[src/rdc_pkg.sv]
// package for the reload down-counter pair: register map, fields, reset values
// assumes a classic wishbone slave with 32-bit data, one register per word
package rdc_pkg;
  // printed offsets are not word multiples, so they are indexes; byte address = index * 4
  localparam logic [8:0] IDX_CH0_CTRL = 9'h080; // channel control, coined name ch0_run_control
  localparam logic [8:0] IDX_CH0_PIN_IO = 9'h081; // ch0_pin_io_control
  localparam logic [8:0] IDX_CH0_MODE = 9'h082; // ch0_mode_config
  localparam logic [8:0] IDX_CH0_EVSEL = 9'h083; // ch0_event_source_select
  localparam logic [8:0] IDX_CH0_COUNT = 9'h084; // ch0_count_reload
  localparam logic [8:0] IDX_CH1_CTRL = 9'h088; // ch1_run_control
  localparam logic [8:0] IDX_CH1_PIN_IO = 9'h089; // ch1_pin_io_control
  localparam logic [8:0] IDX_CH1_MODE = 9'h08A; // ch1_mode_config
  localparam logic [8:0] IDX_CH1_EVSEL = 9'h08B; // ch1_event_source_select
  localparam logic [8:0] IDX_CH1_COUNT = 9'h08C; // ch1_count_reload
  localparam logic [8:0] IDX_PIN_ROUTE = 9'h180; // pin_route_select
  localparam int CH_STRIDE = 8; // index step between channels
  // control register fields
  localparam int CTL_RUN_REQUEST = 0; // run_request
  localparam int CTL_RUN_STATUS = 1; // run_status, read only
  localparam int CTL_FORCE_HALT = 2; // force_halt, reads 0
  localparam int CTL_EDGE_SEEN = 4; // edge_seen_flag
  localparam int CTL_UNDERFLOW = 5; // underflow_flag
  // mode register fields
  localparam int MODE_SEL_LSB = 0; // mode_select, 3 bits
  localparam int MODE_EDGE_COUNT = 3; // edge_count_select
  localparam int MODE_CLK_LSB = 4; // clock_source_select, 3 bits
  localparam int MODE_SRC_GATE = 7; // source_gate
  // event select fields
  localparam int EVSEL_CMP_LSB = 0; // compare_event_select, 2 bits
  localparam int EVSEL_INVERT = 2; // compare_event_invert
  // pin route fields
  localparam int ROUTE_CH0_LSB = 0; // ch0_pin_route
  localparam int ROUTE_CH1_LSB = 4; // ch1_pin_route
  localparam logic [1:0] ROUTE_PORT = 2'h1; // pin connected to its port pin
  // operating modes
  localparam logic [2:0] MODE_TIMER = 3'h0;
  localparam logic [2:0] MODE_PULSE_OUT = 3'h1;
  localparam logic [2:0] MODE_EVENT = 3'h2;
  localparam logic [2:0] MODE_WIDTH = 3'h3;
  localparam logic [2:0] MODE_PERIOD = 3'h4;
  // count clock sources
  localparam logic [2:0] CLK_UNDIV = 3'h0;
  localparam logic [2:0] CLK_DIV8 = 3'h1;
  localparam logic [2:0] CLK_OSC = 3'h2;
  localparam logic [2:0] CLK_DIV2 = 3'h3;
  localparam logic [2:0] CLK_LS_DIV32 = 3'h4;
  localparam logic [2:0] CLK_LS = 3'h6;
  localparam logic [2:0] CLK_CHAIN = 3'h7;
  // reset values
  localparam logic [7:0] REG8_RESET = 8'h00;
  localparam logic [15:0] COUNT_HALT_VALUE = 16'hFFFF; // forced halt load
  localparam logic [15:0] COUNT_RESET = 16'hFFFF; // counter after reset
  localparam logic [1:0] PRESCALE_RESET = 2'h0;
endpackage

[src/rdc_chan_if.sv]
// interface between the register front end and one counting channel
// assumes both ends share clock and reset of the top module
`timescale 1ns/1ns
interface rdc_chan_if;
  logic [7:0] modeCfg; // mode register contents
  logic [7:0] evSel; // event select register contents
  logic runRequest; // counting requested
  logic countWrite; // pulse: load reload and counter
  logic [15:0] countData; // value for countWrite
  logic forceHalt; // pulse: force halt
  logic countTick; // qualified count clock pulse
  logic [15:0] counter; // current counter
  logic running; // counting in progress
  logic underflow; // pulse on underflow
  modport front (output modeCfg, evSel, runRequest, countWrite, countData, forceHalt, countTick,
                 input counter, running, underflow);
  modport chan (input modeCfg, evSel, runRequest, countWrite, countData, forceHalt, countTick,
                output counter, running, underflow);
endinterface

[src/rdc_channel.sv]
// one 16-bit down-counting channel with its reload register
// assumes countTick is a one-cycle pulse already gated by source_gate
`timescale 1ns/1ns
module rdc_channel
  import rdc_pkg::*;
#(
  parameter int WIDTH = 16 // counter width
) (
  input wire logic clock, // system clock
  input wire logic sys_rst, // async reset, active high
  input wire logic clkEn, // freezes state when low
  rdc_chan_if.chan ch // control and status
);
  logic [WIDTH-1:0] reloadValue; // reload register
  logic [WIDTH-1:0] counter; // live count
  logic running; // count status

  // reload register: loaded by software writes and forced halt
  always_ff @(posedge clock or posedge sys_rst) begin
    if (sys_rst) begin
      reloadValue <= WIDTH'(COUNT_RESET);
    end else if (clkEn) begin
      if (ch.forceHalt) begin
        reloadValue <= WIDTH'(COUNT_HALT_VALUE);
      end else if (ch.countWrite) begin
        reloadValue <= WIDTH'(ch.countData);
      end
    end
  end

  // counter: decrement on tick, reload on underflow
  always_ff @(posedge clock or posedge sys_rst) begin
    if (sys_rst) begin
      counter <= WIDTH'(COUNT_RESET);
    end else if (clkEn) begin
      if (ch.forceHalt) begin
        counter <= WIDTH'(COUNT_HALT_VALUE);
      end else if (ch.countWrite) begin
        counter <= WIDTH'(ch.countData); // write lands whether running or not
      end else if (running && ch.countTick) begin
        if (counter == '0) begin
          counter <= reloadValue; // reload and keep going
        end else begin
          counter <= counter - WIDTH'(1);
        end
      end
    end
  end

  // run status follows run request; halt clears it
  always_ff @(posedge clock or posedge sys_rst) begin
    if (sys_rst) begin
      running <= 1'b0;
    end else if (clkEn) begin
      if (ch.forceHalt) begin
        running <= 1'b0;
      end else begin
        running <= ch.runRequest;
      end
    end
  end

  assign ch.counter = 16'(counter);
  assign ch.running = running;
  // underflow only on a tick taken while the counter is zero; no tick means no underflow
  assign ch.underflow = clkEn && running && ch.countTick && (counter == '0) && !ch.forceHalt
                        && !ch.countWrite;
endmodule // rdc_channel

[src/reload_down_counter_pair.sv]
// top of the two-channel reload down-counter with a classic wishbone slave
// assumes prescaled clock enables arrive as one-cycle pulses synchronous to clock
//
// Overview of operation
// - mode field selects timer, pulse, event, width, period
// - edge select: one or both edges, for event counting and the edge flag
// - clock field picks prescaled, oscillator, low-speed, chain
// - source gate 1 cuts count clock
// - compare select picks compare output D,C,B,A
// - invert bit picks low or high period
// - forced halt loads counter with FFFF
// - pin route 01 connects port pin
// - decrement each tick, reload on underflow
// - underflow rate is clock over value plus one
// - writing run request 1 starts counting
// - run request 0 or halt stops counting
// - every underflow raises interrupt request
// - count read returns live counter
// - count write updates reload and counter
// - halt clears run bits, reads zero
// - run status shows actual counting
// - flags cleared by writing 0 only
`timescale 1ns/1ns
module reload_down_counter_pair
  import rdc_pkg::*;
#(
  parameter int CHANNELS = 2 // number of channels
) (
  input wire logic clock, // 100 MHz system clock
  input wire logic sys_rst, // async reset, active high
  input wire logic clkEn, // freezes state when low
  input wire logic wb_cyc_i, // wishbone cycle
  input wire logic wb_stb_i, // wishbone strobe
  input wire logic wb_we_i, // wishbone write
  input wire logic [11:0] wb_adr_i, // byte address
  input wire logic [3:0] wb_sel_i, // byte lanes
  input wire logic [31:0] wb_dat_i, // write data
  output logic [31:0] wb_dat_o, // read data
  output logic wb_ack_o, // acknowledge
  output logic wb_err_o, // unmapped address
  input wire logic sysClkDivTwo, // divide-by-2 tick
  input wire logic sysClkDivEight, // divide-by-8 tick
  input wire logic onchipOscClk, // oscillator tick
  input wire logic lowSpeedClk, // low-speed tick
  input wire logic lowSpeedClkDiv32, // low-speed /32 tick
  input wire logic [3:0] compareOut, // compare outputs d,c,b,a in bits 0..3
  input wire logic [CHANNELS-1:0] ioPinIn, // channel pin input level
  output logic [CHANNELS-1:0] ioPinRouted, // pin connected to port pin
  output logic [CHANNELS-1:0] timerIrq, // underflow interrupt request pulse
  output logic [CHANNELS-1:0] eventGate // selected compare gate level
);
  logic [7:0] pinRoute; // pin_route_select
  logic [7:0] pinIo [CHANNELS]; // per-channel pin io control
  logic [7:0] modeCfg [CHANNELS]; // per-channel mode
  logic [7:0] evSel [CHANNELS]; // per-channel event select
  logic [CHANNELS-1:0] runRequest; // run_request bits
  logic [CHANNELS-1:0] underflowFlag; // underflow_flag bits
  logic [CHANNELS-1:0] edgeSeenFlag; // edge_seen_flag bits
  logic [CHANNELS-1:0] chanUnderflow; // underflow pulses
  logic [CHANNELS-1:0] chanRunning; // run status
  logic [15:0] chanCounter [CHANNELS]; // live counters
  logic [CHANNELS-1:0] ctrlWr; // control write strobe
  logic [CHANNELS-1:0] countWr; // count write strobe
  logic [CHANNELS-1:0] forceHaltWr; // halt pulse
  logic [CHANNELS-1:0] pinIoWr; // pin io write strobe
  logic [CHANNELS-1:0] modeWr; // mode write strobe
  logic [CHANNELS-1:0] evSelWr; // event select write strobe
  logic [CHANNELS-1:0] tickSel; // count ticks selected by mode, before source gate
  logic [CHANNELS-1:0] prevPin; // previous pin level
  logic [CHANNELS-1:0] edgeSeen; // pin edge detected
  logic busReq; // new request this cycle
  logic routeWr; // pin route write strobe
  logic [8:0] regIdx; // word index
  logic mapped; // address decodes
  logic [31:0] next_readData; // read mux

  assign busReq = wb_cyc_i && wb_stb_i && !wb_ack_o && !wb_err_o;
  assign regIdx = wb_adr_i[10:2];
  assign routeWr = busReq && wb_we_i && mapped && (regIdx == IDX_PIN_ROUTE) && wb_sel_i[0];

  // per-channel logic: strobes, clock select, channel instance
  for (genvar i = 0; i < CHANNELS; i++) begin : g_ch
    localparam logic [8:0] BASE = 9'(i * CH_STRIDE);
    rdc_chan_if cif();
    logic rawTick; // selected source before gate
    logic cmpLevel; // selected compare output

    // mapped keeps a refused access above the map from writing anything
    assign ctrlWr[i] = busReq && wb_we_i && mapped && (regIdx == IDX_CH0_CTRL + BASE) && wb_sel_i[0];
    assign pinIoWr[i] = busReq && wb_we_i && mapped && (regIdx == IDX_CH0_PIN_IO + BASE) && wb_sel_i[0];
    assign modeWr[i] = busReq && wb_we_i && mapped && (regIdx == IDX_CH0_MODE + BASE) && wb_sel_i[0];
    assign evSelWr[i] = busReq && wb_we_i && mapped && (regIdx == IDX_CH0_EVSEL + BASE) && wb_sel_i[0];
    // only a full 16-bit write loads the counter
    assign countWr[i] = busReq && wb_we_i && mapped && (regIdx == IDX_CH0_COUNT + BASE) && (wb_sel_i[1:0] == 2'h3);
    assign forceHaltWr[i] = ctrlWr[i] && wb_dat_i[CTL_FORCE_HALT];

    // count clock selection
    always_comb begin
      case (modeCfg[i][MODE_CLK_LSB +: 3])
        CLK_UNDIV: rawTick = 1'b1;
        CLK_DIV8: rawTick = sysClkDivEight;
        CLK_OSC: rawTick = onchipOscClk;
        CLK_DIV2: rawTick = sysClkDivTwo;
        CLK_LS_DIV32: rawTick = lowSpeedClkDiv32;
        CLK_LS: rawTick = lowSpeedClk;
        // chaining only from the lower channel; channel zero gets no clock
        CLK_CHAIN: rawTick = (i > 0) ? chanUnderflow[(i > 0) ? i - 1 : 0] : 1'b0;
        default: rawTick = 1'b0; // reserved code
      endcase
    end

    // compare event gate: select and polarity
    assign cmpLevel = compareOut[evSel[i][EVSEL_CMP_LSB +: 2]];
    assign eventGate[i] = evSel[i][EVSEL_INVERT] ? cmpLevel : !cmpLevel;

    // tick by mode; event mode counts pin edges gated by compare level
    always_comb begin
      case (modeCfg[i][MODE_SEL_LSB +: 3])
        MODE_TIMER, MODE_PULSE_OUT: tickSel[i] = rawTick;
        MODE_EVENT: tickSel[i] = edgeSeen[i] && eventGate[i];
        MODE_WIDTH, MODE_PERIOD: tickSel[i] = rawTick;
        default: tickSel[i] = 1'b0; // reserved modes do not count
      endcase
    end

    // pin edge detect: rising by default, falling by polarity, both by edge select
    assign edgeSeen[i] = modeCfg[i][MODE_EDGE_COUNT] ? (ioPinIn[i] ^ prevPin[i]) :
                         (pinIo[i][0] ? (prevPin[i] && !ioPinIn[i]) : (!prevPin[i] && ioPinIn[i]));

    assign cif.modeCfg = modeCfg[i];
    assign cif.evSel = evSel[i];
    assign cif.runRequest = runRequest[i];
    assign cif.countWrite = countWr[i];
    assign cif.countData = wb_dat_i[15:0];
    assign cif.forceHalt = forceHaltWr[i];
    assign cif.countTick = tickSel[i] && !modeCfg[i][MODE_SRC_GATE];
    assign chanUnderflow[i] = cif.underflow;
    assign chanRunning[i] = cif.running;
    assign chanCounter[i] = cif.counter;
    assign timerIrq[i] = cif.underflow;
    // route field 01 connects the pin; others leave it unused
    assign ioPinRouted[i] = pinRoute[(i == 0 ? ROUTE_CH0_LSB : ROUTE_CH1_LSB) +: 2] == ROUTE_PORT;

    rdc_channel #(.WIDTH(16)) u_chan (
      .clock(clock),
      .sys_rst(sys_rst),
      .clkEn(clkEn),
      .ch(cif.chan)
    );
  end

  // previous pin level for edge detection
  always_ff @(posedge clock or posedge sys_rst) begin
    if (sys_rst) begin
      prevPin <= '0;
    end else if (clkEn) begin
      prevPin <= ioPinIn;
    end
  end

  // configuration registers, byte lane 0
  always_ff @(posedge clock or posedge sys_rst) begin
    if (sys_rst) begin
      pinRoute <= REG8_RESET;
      for (int k = 0; k < CHANNELS; k++) begin
        pinIo[k] <= REG8_RESET;
        modeCfg[k] <= REG8_RESET;
        evSel[k] <= REG8_RESET;
      end
    end else if (clkEn) begin
      if (routeWr) begin
        pinRoute <= wb_dat_i[7:0] & 8'h33; // reserved bits read 0
      end
      for (int k = 0; k < CHANNELS; k++) begin
        if (pinIoWr[k]) begin
          pinIo[k] <= wb_dat_i[7:0] & 8'hF3;
        end
        if (modeWr[k]) begin
          modeCfg[k] <= wb_dat_i[7:0]; // written whether the channel runs or not
        end
        if (evSelWr[k]) begin
          evSel[k] <= wb_dat_i[7:0] & 8'h07;
        end
      end
    end
  end

  // run request bit: set by write 1, cleared by write 0 or halt
  always_ff @(posedge clock or posedge sys_rst) begin
    if (sys_rst) begin
      runRequest <= '0;
    end else if (clkEn) begin
      for (int k = 0; k < CHANNELS; k++) begin
        if (forceHaltWr[k]) begin
          runRequest[k] <= 1'b0;
        end else if (ctrlWr[k]) begin
          runRequest[k] <= wb_dat_i[CTL_RUN_REQUEST];
        end
      end
    end
  end

  // sticky flags: hardware set wins over a software clear
  always_ff @(posedge clock or posedge sys_rst) begin
    if (sys_rst) begin
      underflowFlag <= '0;
      edgeSeenFlag <= '0;
    end else if (clkEn) begin
      for (int k = 0; k < CHANNELS; k++) begin
        if (chanUnderflow[k]) begin
          underflowFlag[k] <= 1'b1;
        end else if (ctrlWr[k] && !wb_dat_i[CTL_UNDERFLOW]) begin
          underflowFlag[k] <= 1'b0;
        end
        if (edgeSeen[k] && chanRunning[k] && (modeCfg[k][2:0] == MODE_WIDTH || modeCfg[k][2:0] == MODE_PERIOD)) begin
          edgeSeenFlag[k] <= 1'b1;
        end else if (ctrlWr[k] && !wb_dat_i[CTL_EDGE_SEEN]) begin
          edgeSeenFlag[k] <= 1'b0;
        end
      end
    end
  end

  // address decode and read mux
  always_comb begin
    mapped = 1'b0;
    next_readData = '0;
    if (regIdx == IDX_PIN_ROUTE) begin
      mapped = 1'b1;
      next_readData = {24'h000000, pinRoute};
    end
    for (int k = 0; k < CHANNELS; k++) begin
      if (regIdx == IDX_CH0_CTRL + 9'(k * CH_STRIDE)) begin
        mapped = 1'b1;
        // halt bit always reads 0
        next_readData = {26'h0, underflowFlag[k], edgeSeenFlag[k], 2'h0, chanRunning[k], runRequest[k]};
      end
      if (regIdx == IDX_CH0_PIN_IO + 9'(k * CH_STRIDE)) begin
        mapped = 1'b1;
        next_readData = {24'h000000, pinIo[k]};
      end
      if (regIdx == IDX_CH0_MODE + 9'(k * CH_STRIDE)) begin
        mapped = 1'b1;
        next_readData = {24'h000000, modeCfg[k]};
      end
      if (regIdx == IDX_CH0_EVSEL + 9'(k * CH_STRIDE)) begin
        mapped = 1'b1;
        next_readData = {24'h000000, evSel[k]};
      end
      if (regIdx == IDX_CH0_COUNT + 9'(k * CH_STRIDE)) begin
        mapped = 1'b1;
        next_readData = {16'h0000, chanCounter[k]}; // live counter, not reload
      end
    end
    if (wb_adr_i[11]) begin
      mapped = 1'b0;
      next_readData = '0;
    end
  end

  // bus answer: one cycle after request, one-cycle ack or err
  always_ff @(posedge clock or posedge sys_rst) begin
    if (sys_rst) begin
      wb_ack_o <= 1'b0;
      wb_err_o <= 1'b0;
      wb_dat_o <= '0;
    end else if (clkEn) begin
      wb_ack_o <= busReq && mapped;
      wb_err_o <= busReq && !mapped;
      if (busReq && mapped && !wb_we_i) begin
        wb_dat_o <= next_readData;
      end
    end
  end
endmodule // reload_down_counter_pair

[config.mk]
export PLATFORM = sky130hd
export DESIGN_NAME = reload_down_counter_pair
export DESIGN_NICKNAME = d
export VERILOG_FILES = /design/src/rdc_pkg.sv /design/src/rdc_chan_if.sv /design/src/rdc_channel.sv /design/src/reload_down_counter_pair.sv
export SDC_FILE = /design/constraint.sdc
export NUM_CORES = 1
export LEC_CHECK = 0
export BUFFER_PORTS_ARGS = -buffer_cell sky130_fd_sc_hd__buf_2
export CAP_MARGIN = 20
export CORE_AREA = 3 3 99 148
export DETAILED_ROUTE_END_ITERATION = 7
export DIE_AREA = 0 0 102 151
export GPL_ROUTABILITY_DRIVEN = 0
export PLACE_DENSITY = 0.79
export RECOVER_POWER = 50
export REMOVE_ABC_BUFFERS = 1
export SYNTH_ARGS = -nofsm -noshare
export SYNTH_HDL_FRONTEND = slang
export SYNTH_HIERARCHICAL = 1
export SYNTH_SLANG_ARGS = --single-unit
export TNS_END_PERCENT = 20
[constraint.sdc]
create_clock -name clock -period 6.2 [get_ports clock]
set_input_delay 0.31 -clock clock [delete_from_list [all_inputs] [get_ports clock]]
set_output_delay 0.31 -clock clock [all_outputs]
set_load 0.02 [all_outputs]
== Yosys cells after proc, flatten, opt, wreduce, memory -nomap -nowiden ==
Cells that the tools add are included.
Widths: inputs -> output; s select.

* Flip-flop bits (word level): 146
* Bits of input ports: 65
* Output and inout bits: 40
* Word-level logic and storage cells: 242

* $add $sub $neg: 2
* Magnitude comparators: 2
* Equal/unequal tests: 33
* Multiplexer cells: 64
* Bitwise operators: 2
* Reduce and logical (&&, ||, !) cells: 116

{| class="wikitable"
|+ Operators with widths
! operator !! number
|-
| $mux 32 || 11
|-
| $mux 16 || 12
|-
| $eq 9x8->1 const B || 10
|-
| $logic_and 1x1->1 || 60
|-
| $reduce_and 2->1 || 18
|-
| $mux 1 || 34
|-
| $logic_not 16->1 || 2
|-
| $sub 16x1->16 const B || 2
|-
| $eq 3x2->1 const B || 8
|-
| $eq 3x3->1 const B || 7
|-
| $logic_not 1->1 || 18
|-
| $reduce_bool 2->1 || 8
|-
| $eq 3x1->1 const B || 4
|-
| $logic_not 3->1 || 4
|-
| $eq 9x9->1 const B || 1
|-
| $reduce_or 4->1 || 2
|-
| $pmux 1 s7 || 1
|-
| $lt 2x3->1 const B || 2
|-
| $mux 6 || 1
|-
| $pmux 1 s6 || 1
|-
| $reduce_bool 3->1 || 2
|-
| $bmux 1 s2 || 2
|-
| $eq 2x1->1 const B || 2
|-
| $pmux 1 s2 || 2
|-
| 3 further kinds || 5
|}

== Depth between registers and ports, before layout ==
Gate-level depths: netlist (run 1).

* Depth after elaboration: 29
* Depth in mapped cells: 21
* Mapped depth without buffers: 19

== By module ==
The synthesis (run 1) kept the hierarchy.

{| class="wikitable"
|+ Modules (own cells, without submodules)
! module !! instances !! cells an instance !! area each (um2) !! sequential area each (um2)
|-
| reload_down_counter_pair || 1 || 389 || 3927.5 || 1601.5
|-
| rdc_channel || 2 || 227 || 1958.1 || 865.8
|}

== Least setup slack after synthesis (run 1) ==
No wires, ideal clock.

* Kind: input -> output
* From: in wb_adr_i[10]
* To: out timerIrq[1]
* Arrival time: 4.311 ns
* Required time: 5.890 ns
* Setup slack: 1.579 ns
* Cell stages on the path: 19
* Path buffers: 5
* Cell sequence: clkbuf_1 > inv_1 > a22oi_1 > nor3_1 > nand3_1 > nor3_1 > buf_2 > o31ai_1 > clkbuf_1 > nor4_1 > nor2_1 > a211oi_1 > a32oi_1 > nor2_1 > and2_1 > o31ai_1 > clkbuf_1 > nor4_1 > buf_4

* Elaborated cells between the ends (all ways): 47
* Those cells by class: eq/ne: 11; mux: 14; reduce/logical: 22

{| class="wikitable"
|+ RTL lines
! item !! line !! source
|-
| start: declaration || reload_down_counter_pair.sv:35 || <nowiki>input wire logic [11:0] wb_adr_i,</nowiki>
|-
| $eq 9x9->1 || reload_down_counter_pair.sv:228 || <nowiki>if (regIdx == IDX_PIN_ROUTE) begin</nowiki>
|-
| $mux 1 || reload_down_counter_pair.sv:228 ||
|-
| $mux 1 || reload_down_counter_pair.sv:233 || <nowiki>if (regIdx == IDX_CH0_CTRL + 9'(k * CH_STRIDE)) begin</nowiki>
|-
| $mux 1 || reload_down_counter_pair.sv:238 || <nowiki>if (regIdx == IDX_CH0_PIN_IO + 9'(k * CH_STRIDE)) begin</nowiki>
|-
| $mux 1 || reload_down_counter_pair.sv:242 || <nowiki>if (regIdx == IDX_CH0_MODE + 9'(k * CH_STRIDE)) begin</nowiki>
|-
| $mux 1 || reload_down_counter_pair.sv:246 || <nowiki>if (regIdx == IDX_CH0_EVSEL + 9'(k * CH_STRIDE)) begin</nowiki>
|-
| $mux 1 || reload_down_counter_pair.sv:250 || <nowiki>if (regIdx == IDX_CH0_COUNT + 9'(k * CH_STRIDE)) begin</nowiki>
|-
| $mux 1 || reload_down_counter_pair.sv:233 ||
|-
| [8 not listed] || -- ||
|-
| named net g_ch[0].cif.countWrite || rdc_chan_if.sv:8 || <nowiki>logic countWrite;</nowiki>
|-
| [1 not listed] || -- ||
|-
| $logic_and 1x1->1 (*) || rdc_channel.sv:67 || <nowiki>&& !ch.countWrite;</nowiki>
|-
| named net g_ch[0].cif.underflow || rdc_chan_if.sv:14 || <nowiki>logic underflow;</nowiki>
|-
| $pmux 1 s7 (*) || reload_down_counter_pair.sv:99 || <nowiki>case (modeCfg[i][MODE_CLK_LSB +: 3])</nowiki>
|-
| $pmux 1 s2 (*) || reload_down_counter_pair.sv:118 || <nowiki>case (modeCfg[i][MODE_SEL_LSB +: 3])</nowiki>
|-
| $logic_and 1x1->1 (*) || reload_down_counter_pair.sv:136 || <nowiki>assign cif.countTick = tickSel[i] && !modeCfg[i][MODE_SRC_GATE];</nowiki>
|-
| named net g_ch[1].cif.countTick || rdc_chan_if.sv:11 || <nowiki>logic countTick;</nowiki>
|-
| $logic_and 1x1->1 (*) (3 in series) || rdc_channel.sv:66 || <nowiki>assign ch.underflow = clkEn && running && ch.countTick && (counter == '0) && !ch.forceHalt</nowiki>
|-
| $logic_and 1x1->1 (*) || rdc_channel.sv:67 ||
|-
| end: declaration || reload_down_counter_pair.sv:49 || <nowiki>output logic [CHANNELS-1:0] timerIrq,</nowiki>
|}

Mark *: on every way through the listed nets, which the timed path passes. The rest lies on a longest branch.

== Worst setup path after layout (run 1) ==
* From: in wb_adr_i[2]
* To: out timerIrq[1]

* Elaborated cells between the ends (all ways): 47
* Those cells by class: eq/ne: 11; mux: 14; reduce/logical: 22

{| class="wikitable"
|+ RTL lines
! item !! line
|-
| $eq 9x9->1 || reload_down_counter_pair.sv:228
|-
| $mux 1 || reload_down_counter_pair.sv:228
|-
| $mux 1 || reload_down_counter_pair.sv:233
|-
| $mux 1 || reload_down_counter_pair.sv:238
|-
| $mux 1 || reload_down_counter_pair.sv:242
|-
| $mux 1 || reload_down_counter_pair.sv:246
|-
| $mux 1 || reload_down_counter_pair.sv:250
|-
| $mux 1 || reload_down_counter_pair.sv:233
|-
| [8 not listed] || --
|-
| named net g_ch[0].cif.countWrite || rdc_chan_if.sv:8
|-
| $logic_not 1->1 (*) || rdc_channel.sv:67
|-
| $logic_and 1x1->1 (*) || rdc_channel.sv:67
|-
| $pmux 1 s7 (*) || reload_down_counter_pair.sv:99
|-
| $pmux 1 s2 (*) || reload_down_counter_pair.sv:118
|-
| $logic_and 1x1->1 (*) || reload_down_counter_pair.sv:136
|-
| named net g_ch[1].cif.countTick || rdc_chan_if.sv:11
|-
| $logic_and 1x1->1 (*) (3 in series) || rdc_channel.sv:66
|-
| $logic_and 1x1->1 (*) || rdc_channel.sv:67
|}

Marks and branches as above.

==> flow_summary.yaml, run 1 <==
pwr:
  power.density_nw_per_um2: 253.0
  cellLeakagePower_nw: 3.911
  ir_worst_vdd_uv: 184.0
  total_power_mw: 2.222
floorplanning:
  core_area_um2: 13530
  initial_utilization_pct: 57.96
  io_pins: 105
  dieArea_um2: 15400
  rows: 52
  die_x_um: 102
  die-height_um: 151
layout:
  insertedDiodeCount: 0
  post-route-util_pct: 64.90
  fin_nets: 963
  area_growth_pct: 11.98
  drive_gt1_share_pct: 26.02
  fin_cells: 1065
  layout_common_cells: "nor2_1, dfrtp_1, dfstp_2"
  final_common_cell: "nor2_1"
min_path:
  holdPathStages: 3
  hp-start: "ioPinIn[0]"
  hold_path.class: "in -> reg"
  holdPathEnd: "prevPin[0]"
synthesis:
  synth_edf_count: 0
  synth_async_sr_flop_share_pct: 100.0
  yosys-top-cells-area: "dfstp_2, dfrtp_1, mux2_2"
  synth.distinct_cells: 72
  postSynthCellCount: 843
  synth_seq_cells: 130
  yosysSeqAreaShare_pct: 42.49
  synth_warnings: 6
  syn_area_um2: 7844
  synth_top_area_share_pct: 21.44
  postSynthAreaPerCell_um2: 9.305
  synthFlopType: "dfrtp_1"
  yosys.area.top_type: "dfstp_2"
placement:
  placed_cells: 1033
  pre_cts_ws_ps: 1184
  port_buffers: 68
  place_hpwl_um: 15400
global_routing:
  grtUsageTotal_pct: 29.51
  grt_pass1_vias: 6713
  antenna_found_initial: 0
  grt_pass1_wl_um: 34780
  grt_max_degree: 35
  gr-total-overflow: 0
setup_path:
  reg2regPathDepth: 14
  crit_arrival_ps: 5050
  slowest_stage: "nor4_1"
  cp_max_fo: 33
  start_kind: "input port"
  cpPeakStageDelay_ps: 640
  worstReg2RegEnd: "g_ch[1].u_chan/ch.counter[12]"
  setup.worst_path.start: "wb_adr_i[2]"
  regToRegStartpoint: "g_ch[0].u_chan/ch.counter[1]"
  crit_type: "in -> out"
  r2r_slack_ps: 1610
  required_ps: 5890
  endpoint_kind: "output pin"
  path_cells: "buf_2 -> nor2_2 -> a22oi_1 -> nor3_1 -> nand3_1 -> nor3_2 -> o31ai_2 -> nor4_1 -> nor2_1 -> a211oi_1 -> a32oi_1 -> nor2_1 -> and2_1 -> o31ai_2 -> nor4_1 -> buf_2"
sta:
  fin_crit_sh_pct: 86.51
  layout_setup_ws_ps: 836.5
  finalHoldViolCount: 0
  setup_tns_ps: 0
  relSlewSlack_pct: -28.82
  finalSetupViolCount: 0
  skew_ps: 9.338
  worst_slew_pin_slew_ps: 1932
  drv_slew: 103
  grt_setup_unrepaired: "false"
  fmax_ghz: 0.1864
  min_period_ps: 5364
routing:
  wl_met3_um: 1627
  drtIter0Drc: 729
  vias: 7028
  dr.pass1.iters: 6
  wirelength_um: 22340
  wl_met2_um: 10920
  top_layer: "met4"
  ant_nets: 0
  drt-met1-wl_um: 8570
  wl_per_cell_um: 20.97
  drc_errors: 0
  avgViaCountPerCell: 6.599
clocking:
  clk_path_buf_depth: 2
  cts_num_sinks: 130
  holdBufCountCts: 0
  cts_max_level: 4
  clk_latency_ps: 420
  numCtsBuffers: 17
  cts-root-buf: "clkbuf_16"
  tritoncts: "yes"
  post_cts_resized: 0
  cts.clk_slew.worst_paths_ps: 60
  post_cts_buffers: 0
outcome:
  violations: "max-capacitance violations, max-slew violations"
  status: "finished with violations"
run:
  maxCapViolCount: 3
state kept, by name (all words and copies together), names as in the netlist:
signal,cells
g_ch.cif.evSel,6
g_ch.u_chan/reloadValue,32
g_ch.cif.modeCfg,16
prevPin,2
edgeSeenFlag,2
g_ch.u_chan/ch.counter,32
wb_dat_o,16
g_ch.u_chan/ch.running,2
runRequest,2
wb_err_o,1
pinIo,12
underflowFlag,2
pinRoute,4
wb_ack_o,1
report_power, final:
| group | internal, mW | switching (mW) | leakage [nW] |
|---|---|---|---|
| Sequential | 0.885 | 0.0374 | 1.56 |
| Combinational | 0.0940 | 0.155 | 2.05 |
| Clock | 0.691 | 0.360 | 0.294 |
cells by family (layout without fill, tap and decap cells):
| group | Yosys count | after routing | share of synthesized area, % |
|---|---|---|---|
| flops | 130 | 130 | 42.49 |
| other cells | 1 | 16 | 0.04781 |
| compound gates | 234 | 234 | 20.03 |
| simple gates | 294 | 294 | 19.35 |
| fa+ha+maj | 8 | 8 | 1.276 |
| xor+xnor | 17 | 17 | 1.898 |
| mux | 58 | 58 | 8.518 |
| buf+inv | 101 | 146 | 6.381 |
worst max-delay path: cells and delay by family:
family,cells,cell delay (ps)
and+or+nand+nor,9,3220
buffers and inverters,2,590
AOI/OAI and AO/OA,5,910
Yosys cell counts, drive strengths merged (10+ instances only):
| cell type | instances |
|---|---|
| o21ai | 57 |
| a21oi | 40 |
| a221o | 10 |
| nand2 | 63 |
| a31oi | 14 |
| nor3 | 20 |
| o31ai | 10 |
| buf | 39 |
| nor2b | 15 |
| nor3b | 12 |
| a21o | 17 |
| nor2 | 100 |
| inv | 32 |
| clkbuf | 30 |
| nand3 | 17 |
| xnor2 | 12 |
| mux2 | 50 |
| o22ai | 11 |
| a211oi | 10 |
| dfrtp | 66 |
| dfstp | 64 |
final cells by class:
type / count / area (um2)
Fill cell: 1105 / 4750
Multi-Input combinational cell: 627 / 4086
Sequential cell: 130 / 3333
Clock buffer: 22 / 464.2
Timing Repair Buffer: 82 / 420.4
Tap cell: 162 / 202.7
Clock inverter: 10 / 156.4
Inverter: 32 / 120.1
how the worst max path moves through the flow:
stage,endpoint,slack (ps),cells after the start
5_1_grt,timerIrq[1],540,16
3_5_place_dp,timerIrq[1],1180,16
3_3_place_gp,timerIrq[1],1280,16
4_1_cts,timerIrq[1],1120,16
2_1_floorplan,timerIrq[1],-260,13
6_report,timerIrq[1],840,16
stage by stage:
stage / hold WS (ps) / cell area (um2)
final: 152.1 / 8783
after global routing: 174.6 / 8783
after CTS: 23.27 / 8808
after detailed placement: 443.4 / 8188
after global placement: 439.2 / 8188
after floorplan: 409.0 / 7520
metal layers:
metal	vias up	GRT usage, %
met5	-	0
met4	0	17.66
met3	94	5.161
met2	411	48.27
met1	3382	36.03
li1	3141	-
Power figures use the tool's default switching activity.
==> run 2: changes to the inputs <==
Settings changed: GPL_TIMING_DRIVEN set to 0.
==> flow_summary.yaml, run 2 (synthesis results as in run 1) <==
routing:
  ant_nets: 0
  wl_per_cell_um: 20.86
  drc_errors: 0
  wirelength_um: 22160
  avgViaCountPerCell: 6.541
  dr.pass1.iters: 5
  drtIter0Drc: 664
  vias: 6947
sta:
  finalSetupViolCount: 0
  fin_crit_sh_pct: 92.39
  relSlewSlack_pct: -15.09
  drv_slew: 33
  fmax_ghz: 0.1746
  finalHoldViolCount: 0
  whs_ps: 45.38
  layout_setup_ws_ps: 471.7
  setup_tns_ps: 0
  skew_ps: 8.167
  min_period_ps: 5728
  grt_setup_unrepaired: "false"
  worst_slew_pin_slew_ps: 1726
clocking:
  cts-root-buf: "clkbuf_16"
  tritoncts: "yes"
  cts_max_level: 4
  clk_latency_ps: 410
  post_cts_resized: 0
  numCtsBuffers: 17
  cts_num_sinks: 130
  clk_path_buf_depth: 2
  post_cts_buffers: 0
  cts.clk_slew.worst_paths_ps: 60
  holdBufCountCts: 0
pwr:
  power.density_nw_per_um2: 248.4
  cellLeakagePower_nw: 3.909
  ir_worst_vdd_uv: 168.5
setup_path:
  endpoint_kind: "output pin"
  cpPeakStageDelay_ps: 570
  crit_end: "timerIrq[1]"
  crit_arrival_ps: 5420
  worstReg2RegEnd: "underflowFlag[1]"
  path_cells: "buf_2 -> nor2_2 -> a22oi_1 -> nor3_1 -> nand3_1 -> nor3_4 -> buf_6 -> o31ai_2 -> nor4_2 -> nor2_1 -> a211oi_1 -> a32oi_1 -> nor2_1 -> and2_1 -> o31ai_2 -> buf_6 -> nor4_1 -> buf_2"
  reg2regPathDepth: 17
  required_ps: 5890
  start_kind: "input port"
  setup.worst_path.start: "wb_adr_i[2]"
  regToRegStartpoint: "g_ch[0].cif.evSel[0]"
  crit_type: "in -> out"
  cp_max_fo: 33
  r2r_slack_ps: 1510
  slowest_stage: "nor4_1"
layout:
  post-route-util_pct: 65.07
  fin_nets: 960
  final_common_cell: "nor2_1"
  layout_common_cells: "nor2_1, dfrtp_1, dfstp_2"
  area_growth_pct: 12.27
  largestRegisters: "g_ch.u_chan/ch.counter x32, g_ch.u_chan/reloadValue x32"
  drive_gt1_share_pct: 26.56
  multiInputGateArea_um2: 4114
  fillers: 1148
  fin_area_um2: 8806
  regArea_um2: 3333
  insertedDiodeCount: 0
placement:
  pre_cts_ws_ps: 382.6
  dpl_cell_area_um2: 8265
  port_buffers: 68
  place_hpwl_um: 15820
floorplanning:
  die_x_um: 102
  dieArea_um2: 15400
  initial_utilization_pct: 57.96
  io_pins: 105
  core_area_um2: 13530
  rows: 52
  die-height_um: 151
global_routing:
  antenna_found_initial: 0
  gr-total-overflow: 0
  grt_pass1_wl_um: 35030
  grt_pass1_vias: 6837
  grtUsageTotal_pct: 29.61
  grt_max_degree: 34
outcome:
  status: "finished with violations"
  violations: "max-capacitance violations, max-slew violations"
run:
  maxCapViolCount: 1
min_path:
  hold_path.class: "in -> async"
run 2: cell types whose count changed in the layout (fill, tap and decap cells not counted), moves of 2 or more:
cell	change
buf_4	-9
buf_6	+2
buf_8	+4
clkbuf_1	-3
clkinv_2	+2
inv_6	+2
o21ai_1	-2
o21ai_2	+2
run 2: per-stage QoR:
step	instances	total power, mW
3_3_place_gp	1019	1.168
6_report	1062	2.187
5_1_grt	1062	2.267
4_1_cts	1062	2.201
3_5_place_dp	1030	1.180
2_1_floorplan	789	1.084
run 2: worst max-delay path: cells and delay by family:
family	cells	cell delay [ps]
buffers and inverters	4	1050
AOI/OAI and AO/OA	5	890
and+or+nand+nor	9	3140
run 2: power by group:
group | internal, mW | switching, mW
clock | 0.640 | 0.379
sequential | 0.885 | 0.0373
combinational | 0.0934 | 0.153
total | 1.62 | 0.569
run 2: final cells by class:
| class | instances | share of cell area, % |
|---|---|---|
| Sequential cell | 130 | 37.85 |
| Multi-Input combinational cell | 627 | 46.72 |
| Timing Repair Buffer | 79 | 4.945 |
| Clock buffer | 18 | 4.987 |
| Inverter | 32 | 1.364 |
| Tap cell | 162 | 2.302 |
| Clock inverter | 14 | 1.833 |
run 2: layer usage:
| layer | global-route usage, % | vias up | share of wire (%) |
|---|---|---|---|
| met2 | 49.02 | 335 | 49 |
| met5 | 0 | - | 0 |
| met1 | 35.54 | 3382 | 38 |
| met4 | 17.93 | 0 | 6.2 |
| met3 | 5.115 | 91 | 6.6 |
| li1 | - | 3139 | - |
run 2: how the worst min path moves through the flow:
stage                             startpoint                       endpoint  slack [ps]  depth (start not counted)
6_report                             sys_rst      g_ch[0].u_chan/ch.running          50                          2
5_1_grt                              sys_rst      g_ch[0].u_chan/ch.running          70                          2
4_1_cts                              sys_rst                    wb_dat_o[3]          70                          2
3_5_place_dp   g_ch[1].u_chan/reloadValue[7]  g_ch[1].u_chan/reloadValue[7]         440                          2
3_3_place_gp   g_ch[0].u_chan/reloadValue[7]  g_ch[0].u_chan/reloadValue[7]         440                          2
2_1_floorplan                          clkEn                       wb_err_o         410                          1
